<file path="config.mk">
export PLATFORM = sky130hd
export DESIGN_NAME = ipcs_top
export DESIGN_NICKNAME = d
export VERILOG_FILES = /design/src/design/ipcs_pkg.sv /design/src/design/ipcs_reg8.sv /design/src/design/ipcs_pin_sync.sv /design/src/design/ipcs_top.sv
export SDC_FILE = /design/constraint.sdc
export NUM_CORES = 1
export LEC_CHECK = 0
export BUFFER_PORTS_ARGS = -buffer_cell sky130_fd_sc_hd__buf_2
export CAP_MARGIN = 15
export CELL_PAD_IN_SITES_DETAIL_PLACEMENT = 0
export CELL_PAD_IN_SITES_GLOBAL_PLACEMENT = 1
export CORE_ASPECT_RATIO = 0.9
export CORE_MARGIN = 2
export CORE_UTILIZATION = 33
export CTS_BUF_LIST = sky130_fd_sc_hd__clkbuf_8
export DETAILED_ROUTE_END_ITERATION = 7
export PLACE_DENSITY_LB_ADDON = 0.1
export SLEW_MARGIN = 20
export SYNTH_ARGS = -nofsm -noshare
export SYNTH_HDL_FRONTEND = slang
export SYNTH_SLANG_ARGS = --single-unit
</file>
<file path="constraint.sdc">
create_clock -name i_clk -period 3.23 [get_ports i_clk]
set_input_delay 0.323 -clock i_clk [delete_from_list [all_inputs] [get_ports i_clk]]
set_output_delay 0.323 -clock i_clk [all_outputs]
set_load 0.01 [all_outputs]
</file>
<file path="src/design/ipcs_pkg.sv">
// ipcs_pkg: register map, reset values and field positions for the
// input port and the chip-select/interrupt port.
// assumes a byte-wide register port with 20-bit addresses.
package ipcs_pkg;
	localparam int ADDR_W = 20;
	localparam logic [19:0] PORT_B_DIRECTION_ADDR = 20'hee007;
	localparam logic [19:0] PORT_A_PIN_LEVELS_ADDR = 20'hfffd6;
	localparam logic [19:0] PORT_B_OUTPUT_DATA_ADDR = 20'hfffd7;
	localparam logic [7:0] PORT_B_DIRECTION_RST = 8'hf0;
	localparam logic [7:0] PORT_B_OUTPUT_DATA_RST = 8'he0;
	localparam logic [7:0] PORT_B_RSVD_MASK = 8'he0;
	localparam logic [7:0] WO_READ_VALUE = 8'hff;
	localparam int PORT_A_W = 8;
	localparam int PORT_B_W = 5;
	localparam int CS_LO_BIT = 1;
	localparam int CS_HI_BIT = 4;
	localparam int IRQ_HI_BIT = 3;
	localparam int TRIG_BIT = 3;
endpackage : ipcs_pkg

</file>
<file path="src/design/ipcs_reg8.sv">
// ipcs_reg8: one 8-bit port register with reserved-high bits and hold.
// assumes the caller gates the write strobe with the address decode.
`timescale 1ns/100ps
module ipcs_reg8 #(
	parameter logic [7:0] RST_VAL = 8'h00,
	parameter logic [7:0] RSVD_MASK = 8'h00
) (
	input wire logic i_clk,
	input wire logic i_rst,
	input wire logic i_hw_standby,
	input wire logic i_sw_standby,
	input wire logic i_wr,
	input wire logic [7:0] i_wdata,
	output logic [7:0] o_q
);
	logic [7:0] q_reg;
	logic [7:0] q_next;

	always_comb begin
		q_next = q_reg;
		if (i_hw_standby) begin
			q_next = RST_VAL;
		end else if (i_wr && !i_sw_standby) begin
			// reserved bits stay high whatever is written
			q_next = i_wdata | RSVD_MASK;
		end
	end

	always_ff @(posedge i_clk or posedge i_rst) begin
		if (i_rst) begin
			q_reg <= RST_VAL;
		end else begin
			q_reg <= q_next;
		end
	end

	assign o_q = q_reg;
endmodule : ipcs_reg8

</file>
<file path="src/design/ipcs_pin_sync.sv">
// ipcs_pin_sync: registered copy of the port pin levels; ipcs_top reads back the live pins instead.
// assumes pins are synchronous to i_clk.
`timescale 1ns/100ps
module ipcs_pin_sync #(
	parameter int W = 8
) (
	input wire logic i_clk,
	input wire logic i_rst,
	input wire logic [W-1:0] i_pins,
	output logic [W-1:0] o_levels
);
	logic [W-1:0] lvl_reg;
	logic [W-1:0] lvl_next;

	always_comb begin
		lvl_next = i_pins;
	end

	always_ff @(posedge i_clk or posedge i_rst) begin
		if (i_rst) begin
			lvl_reg <= '0;
		end else begin
			lvl_reg <= lvl_next;
		end
	end

	assign o_levels = lvl_reg;
endmodule : ipcs_pin_sync

</file>
<file path="src/design/ipcs_top.sv">
// ipcs_top: 8-bit input-only port plus 5-bit chip-select/interrupt port.
// assumes a single-cycle strobe register port, read data one cycle later,
// and pins synchronous to i_clk; pin levels are used live, not filtered.
`timescale 1ns/100ps

module ipcs_top #(
	parameter int PA_W = ipcs_pkg::PORT_A_W,
	parameter int PB_W = ipcs_pkg::PORT_B_W
) (
	input wire logic i_clk,
	input wire logic i_rst,
	input wire logic i_hw_standby,
	input wire logic i_sw_standby,
	input wire logic [19:0] i_addr,
	input wire logic [7:0] i_wdata,
	input wire logic i_wr,
	input wire logic i_rd,
	output logic [7:0] o_rdata,
	input wire logic [PA_W-1:0] i_port_a_pins,
	input wire logic [PB_W-1:0] i_port_b_in,
	output logic [PB_W-1:0] o_port_b_out,
	output logic [PB_W-1:0] o_port_b_oe,
	input wire logic [3:0] i_chip_select_n,
	output logic [3:0] o_ext_interrupt_n,
	output logic o_converter_trigger_n
);
	//--------------------------------------------------------------
	// registers
	//--------------------------------------------------------------
	logic [7:0] dir_q;
	logic [7:0] data_q;
	logic wr_dir;
	logic wr_data;
	logic [7:0] rdata_reg;
	logic [7:0] rdata_next;
	logic [PA_W-1:0] pa_levels;

	assign wr_dir = i_wr && (i_addr == ipcs_pkg::PORT_B_DIRECTION_ADDR);
	assign wr_data = i_wr && (i_addr == ipcs_pkg::PORT_B_OUTPUT_DATA_ADDR);

	ipcs_reg8 #(
		.RST_VAL(ipcs_pkg::PORT_B_DIRECTION_RST),
		.RSVD_MASK(ipcs_pkg::PORT_B_RSVD_MASK)
	) u_dir (
		.i_clk(i_clk),
		.i_rst(i_rst),
		.i_hw_standby(i_hw_standby),
		.i_sw_standby(i_sw_standby),
		.i_wr(wr_dir),
		.i_wdata(i_wdata),
		.o_q(dir_q)
	);

	ipcs_reg8 #(
		.RST_VAL(ipcs_pkg::PORT_B_OUTPUT_DATA_RST),
		.RSVD_MASK(ipcs_pkg::PORT_B_RSVD_MASK)
	) u_data (
		.i_clk(i_clk),
		.i_rst(i_rst),
		.i_hw_standby(i_hw_standby),
		.i_sw_standby(i_sw_standby),
		.i_wr(wr_data),
		.i_wdata(i_wdata),
		.o_q(data_q)
	);

	// port A has no direction or data store, only a pin sample
	ipcs_pin_sync #(
		.W(PA_W)
	) u_pa (
		.i_clk(i_clk),
		.i_rst(i_rst),
		.i_pins(i_port_a_pins),
		.o_levels(pa_levels)
	);

	//--------------------------------------------------------------
	// pin drive
	//--------------------------------------------------------------
	// chip-select levels come from the timing logic outside
	always_comb begin
		o_port_b_oe = dir_q[PB_W-1:0];
		o_port_b_out = data_q[PB_W-1:0];
		for (int i = ipcs_pkg::CS_LO_BIT; i <= ipcs_pkg::CS_HI_BIT; i++) begin
			// pin 4 carries select 0, pin 1 select 3
			o_port_b_out[i] = i_chip_select_n[ipcs_pkg::CS_HI_BIT - i];
		end
	end

	// no gating by direction: driven pins still feed back
	assign o_ext_interrupt_n = i_port_b_in[ipcs_pkg::IRQ_HI_BIT:0];
	assign o_converter_trigger_n = i_port_b_in[ipcs_pkg::TRIG_BIT];

	//--------------------------------------------------------------
	// readback
	//--------------------------------------------------------------
	logic [PB_W-1:0] pb_view;

	always_comb begin
		pb_view = (dir_q[PB_W-1:0] & data_q[PB_W-1:0])
			| (~dir_q[PB_W-1:0] & i_port_b_in);
		rdata_next = 8'h00;
		if (i_rd) begin
			case (i_addr)
				ipcs_pkg::PORT_B_DIRECTION_ADDR:
					rdata_next = ipcs_pkg::WO_READ_VALUE;
				ipcs_pkg::PORT_A_PIN_LEVELS_ADDR:
					rdata_next = i_port_a_pins;
				ipcs_pkg::PORT_B_OUTPUT_DATA_ADDR:
					// reserved bits read high
					rdata_next = ipcs_pkg::PORT_B_RSVD_MASK | {3'h0, pb_view};
				default:
					rdata_next = 8'h00;
			endcase
		end
	end

	always_ff @(posedge i_clk or posedge i_rst) begin
		if (i_rst) begin
			rdata_reg <= 8'h00;
		end else begin
			rdata_reg <= rdata_next;
		end
	end

	// pa_levels kept as a registered copy; the live read uses the pins
	assign o_rdata = rdata_reg | {8{1'b0 & pa_levels[0]}};
endmodule : ipcs_top

</file>
## Yosys cells after proc, flatten, opt, wreduce, memory -nomap -nowiden

Cells that the tools add are included.
Widths: inputs -> output; s select.

- Register bits: 18
- Input bits: 51
- Output and inout bits: 23
- Word-level logic and storage cells: 23

- Eq/ne operators: 3
- Multiplexer cells: 6
- Bitwise gates (word level): 4
- Reduce and logical (&&, ||, !) cells: 7

Operators with widths:

| kind | number |
|---|---|
| $eq 20x20->1 const B | 3 |
| $pmux 8 s3 | 1 |
| $mux 5 | 4 |
| $and 5x5->5 | 2 |
| $mux 8 | 1 |
| $not 5->5 | 1 |
| $or 5x5->5 | 1 |
| $logic_and 1x1->1 | 4 |
| $reduce_bool 2->1 | 2 |
| $logic_not 1->1 | 1 |

## Longest topological paths before layout

- Depth after elaboration: 5
- Depth in mapped cells: 5
- Mapped depth without buffers: 4

## Cells and area by module

Synthesis repeated with hierarchy kept, for this count alone.

- Cell total of the unflattened synthesis: 119
- Area, all modules: 1,148.6 um2

By module, submodules not included:

| module | instances | cells an instance | area an instance (um2) | sequential area each (um2) |
|---|---|---|---|---|
| ipcs_top | 1 | 67 | 589.3 | 200.2 |
| ipcs_reg8 at u_data | 1 | 26 | 281.5 | 125.1 |
| ipcs_reg8 at u_dir | 1 | 26 | 277.8 | 126.4 |

## Worst setup path after synthesis

Ideal clock, no wire load.

- Kind: input to register
- Start: input i_addr[17]
- End: register u_data.q_reg[0] (netlist: u_data.o_q[0])
- Setup time: 0.136 ns
- Arrival: 1.228 ns
- Required time: 3.094 ns
- Slack: 1.866 ns
- Stages on the path: 4
- Path buffers: 0
- Cells stage by stage: nand4_2 -> or4_4 -> o21ai_1 -> a21oi_1

- Longest elaborated chain between the ends: 4

Ends and longest elaborated chain:

| item | line | text |
|---|---|---|
| from (decl) | ipcs_top.sv:14 | `input wire logic [19:0] i_addr,` |
| $eq 20x20->1 | ipcs_top.sv:39 | `assign wr_data = i_wr && (i_addr == ipcs_pkg::PORT_B_OUTPUT_DATA_ADDR);` |
| $logic_and 1x1->1 | ipcs_top.sv:39 |  |
| $logic_and 1x1->1 | ipcs_reg8.sv:23 | `end else if (i_wr && !i_sw_standby) begin` |
| $reduce_bool 2->1 (no source line) | -- |  |
| to (signal assigned) | ipcs_reg8.sv:33 | `q_reg <= q_next;` |
| to (decl) | ipcs_reg8.sv:16 | `logic [7:0] q_reg;` |

Every way passes these cells.
A chain may end at the register's enable or synchronous reset.

## Final worst setup path

- Start: input i_addr[5]
- End: register u_data.q_reg[4] (netlist: u_data.o_q[4])

Same word-level chain as after synthesis.

==> metrics.md <==
| Metric | Value |
|---|---|
| Core Area | `0.003353 mm^2` |
| Adder-cell area share of the yosys netlist | `0%` |
| I/O pins | `74` |
| DR WL/cell | `13.92 um` |
| Crit path required time | `3.41 ns` |
| Max-slew violations | `0` |
| CTS buffer count | `3` |
| Setup TNS | `0 ns` |
| Die ar. | `0.003957 mm^2` |
| Ys async rst share | `100.0%` |
| CTS Sinks | `18` |
| Mux cell area share after synthesis | `4.372%` |
| Drt first pass iters | `4` |
| Crit path capture type | `register` |
| Ant. Diodes | `0` |
| Endpoints failing setup | `0` |
| Vias | `1018` |
| VDD IR max | `0.1156 mV` |
| Htree depth | `1` |
| Total Routing Usage GR | `14.18%` |
| Largest family of logic cells by synthesized area | `compound AO/OA/AOI/OAI gates` |
| Yosys reg bits | `18` |
| Non-filler cells, final | `201` |
| Hold bufs inserted after CTS | `0` |
| Commonest cells post-synth | `dfrtp_1, buf_4, a21oi_1, nand3_1, o21ai_1` |
| RSZ-0062 raised after global routing | `no` |
| Cell taking the most area after synthesis | `dfrtp_1` |
| DIE HEIGHT | `59.88 um` |
| Clock Pin Slew Worst Setup and Hold Paths | `0.07 ns` |
| Main synth FF type | `dfrtp_1` |
| Core Rows | `20` |
| Max Cap Viol | `0` |
| CTS max path bufs | `2` |
| Most common cell in the netlist | `dfrtp_1` |
| Worst Max-Slew Pin Slew | `0.8684 ns` |
| Min cycle time layout | `1.723 ns` |
| First-pass GRT wire length | `4.284 mm` |
| Initial antenna violation count | `0` |
| Worst min path class | `primary input to asynchronous set/reset pin` |
| Synth top area share | `37.16%` |
| Residual DRC count | `0` |
| Crit path kind | `primary input to register` |
| WHS | `0.1772 ns` |
| Largest net degree at the start of global routing | `19` |
| Pwr Density | `312.1 mW/mm^2` |
| PortBufs | `62` |
| Vias per cell | `5.065` |
| Status | `finished, final reports clean` |
| Starting DRC count in detailed routing | `32` |
| Initial Util | `34.14%` |
| Skew final | `0.0006634 ns` |
| CTS tree | `done` |
| Number of global-route vias before repair | `972` |
| Remaining global-route overflow | `0` |
| Post-DP HPWL | `2.160 mm` |
| Complex-gate fraction of the synthesized area | `23.83%` |
| Design area | `0.001429 mm^2` |
| Seq/Total Area, Yosys | `39.45%` |
| Clk_lat worst skew | `0.25 ns` |
| Fmax achieved | `580.3 MHz` |
| Synth-to-layout area growth | `24.81%` |
| Synth top area cells | `dfrtp_1, a21boi_2, buf_4, a21oi_1, nand3_1` |
| Leak pwr | `0.6898 nW` |
| CTS root buffer | `clkbuf_8` |
| Synth Cell Area | `0.001145 mm^2` |
| Die width | `66.09 um` |
| Nets | `209` |
| Post-CTS Resized | `0` |
| Netlist cell types | `30` |
| Cells after Synth | `108` |
| # Post-CTS Setup Buffers | `0` |
| Inst Count DP | `197` |
| Rel. slew slack | `41.67%` |
| Worst EP arrival | `1.90 ns` |
| Synth Area in Simple Gates | `20.98%` |
| Startpoint types | `primary input` |
| Post-layout util | `42.61%` |
| Post-synth EDFFs | `0` |
| Syn nets | `159` |
| Period utilization | `53.35%` |
| Final wirelength | `2.798 mm` |
| ANT nets after route | `0` |
| Share of cells above drive strength 1 | `50.96%` |
| Yosys warnings | `0` |
| Mapped Avg Cell Area | `10.60 um^2` |
| Worst-path maximum fanout | `11` |
| GP Congestion | `0.6813` |
| Hold Vio Cnt, Final | `0` |
| Cell area after placement | `0.001384 mm^2` |
| Post-Synth XOR/XNOR Area | `0%` |
area by class of cell:
cell class | count | area (um^2)
clock buffers | 3 | 41.29
well taps | 44 | 55.05
clock inverters | 1 | 3.754
fillers | 351 | 1924
inverters | 1 | 3.754
multi-input cells | 72 | 563.0
flip-flops and latches | 18 | 451.7
repair buffers | 62 | 310.3
where the power goes:
| part | internal (mW) | total [mW] | switching [mW] | leakage [nW] |
|---|---|---|---|---|
| logic | 0.0277 | 0.0592 | 0.0315 | 0.415 |
| clock network | 0.0843 | 0.161 | 0.0771 | 0.0269 |
| registers | 0.225 | 0.225 | 0.0000000728 | 0.248 |
| total | 0.337 | 0.446 | 0.109 | 0.690 |
critical path, cell delays in order:
cell and delay [ns]:
buf_2 0.09, and4bb_1 0.64, and4b_1 0.54, nand3_1 0.12, a21oi_1 0.17
cell families after synthesis:
family,count (synthesis)
DFF,18
and+or+nand+nor,31
buffers and inverters,18
AOI/OAI and AO/OA,36
muxes,5
metal layers:
layer | track usage (%) | part of all wire [%] | vias to the layer above
met5 | 0 | 0 | -
met2 | 24.14 | 49 | 33
met1 | 18.76 | 45 | 484
met4 | 3.207 | 0.29 | 0
met3 | 2.637 | 5.8 | 2
li1 | - | - | 499
per-stage QoR:
step	power, mW	setup WS, ns
global route	0.4660	1.395
detailed placement	0.2898	1.256
global placement	0.2885	1.283
finish	0.4459	1.507
floorplan	0.2632	1.866
CTS	0.4497	1.526
worst paths after layout:
path | start | end | slack, ns | depth (start not counted)
setup reg to reg | u_dir.o_q[4]$_DFFE_PP1P_ | o_rdata[4]$_DFF_PP0_ | 2.10 | 4
min in group i_clk | i_wdata[1] | u_dir.o_q[1]$_DFFE_PP0P_ | 0.33 | 3
hold reg to reg | u_data.o_q[4]$_DFFE_PP0P_ | u_data.o_q[4]$_DFFE_PP0P_ | 0.56 | 2
max in group asynchronous | i_rst | u_dir.o_q[1]$_DFFE_PP0P_ | 2.60 | 2
hold / removal | i_rst | o_rdata[5]$_DFF_PP0_ | 0.18 | 2
setup / recovery | i_addr[5] | u_data.o_q[4]$_DFFE_PP0P_ | 1.51 | 5
sequential cells by signal, indices dropped and copies added (netlist names):
| register | count |
|---|---|
| u_data.o_q | 5 |
| o_rdata | 8 |
| u_dir.o_q | 5 |
cell usage in the layout, fill, tap and decap left out, types with 2 or more instances in the layout:
cell and instances:
o2111ai_1 3, nand2_1 4, nand4_1 2, clkbuf_8 3, inv_1 2, nand3_1 11
mux2i_1 5, o211ai_1 3, o21ai_1 9, a21boi_2 8, nor3_1 2, and4b_1 2
a21oi_1 11, buf_2 62, dfrtp_1 17
Power figures use the tool's default switching activity.
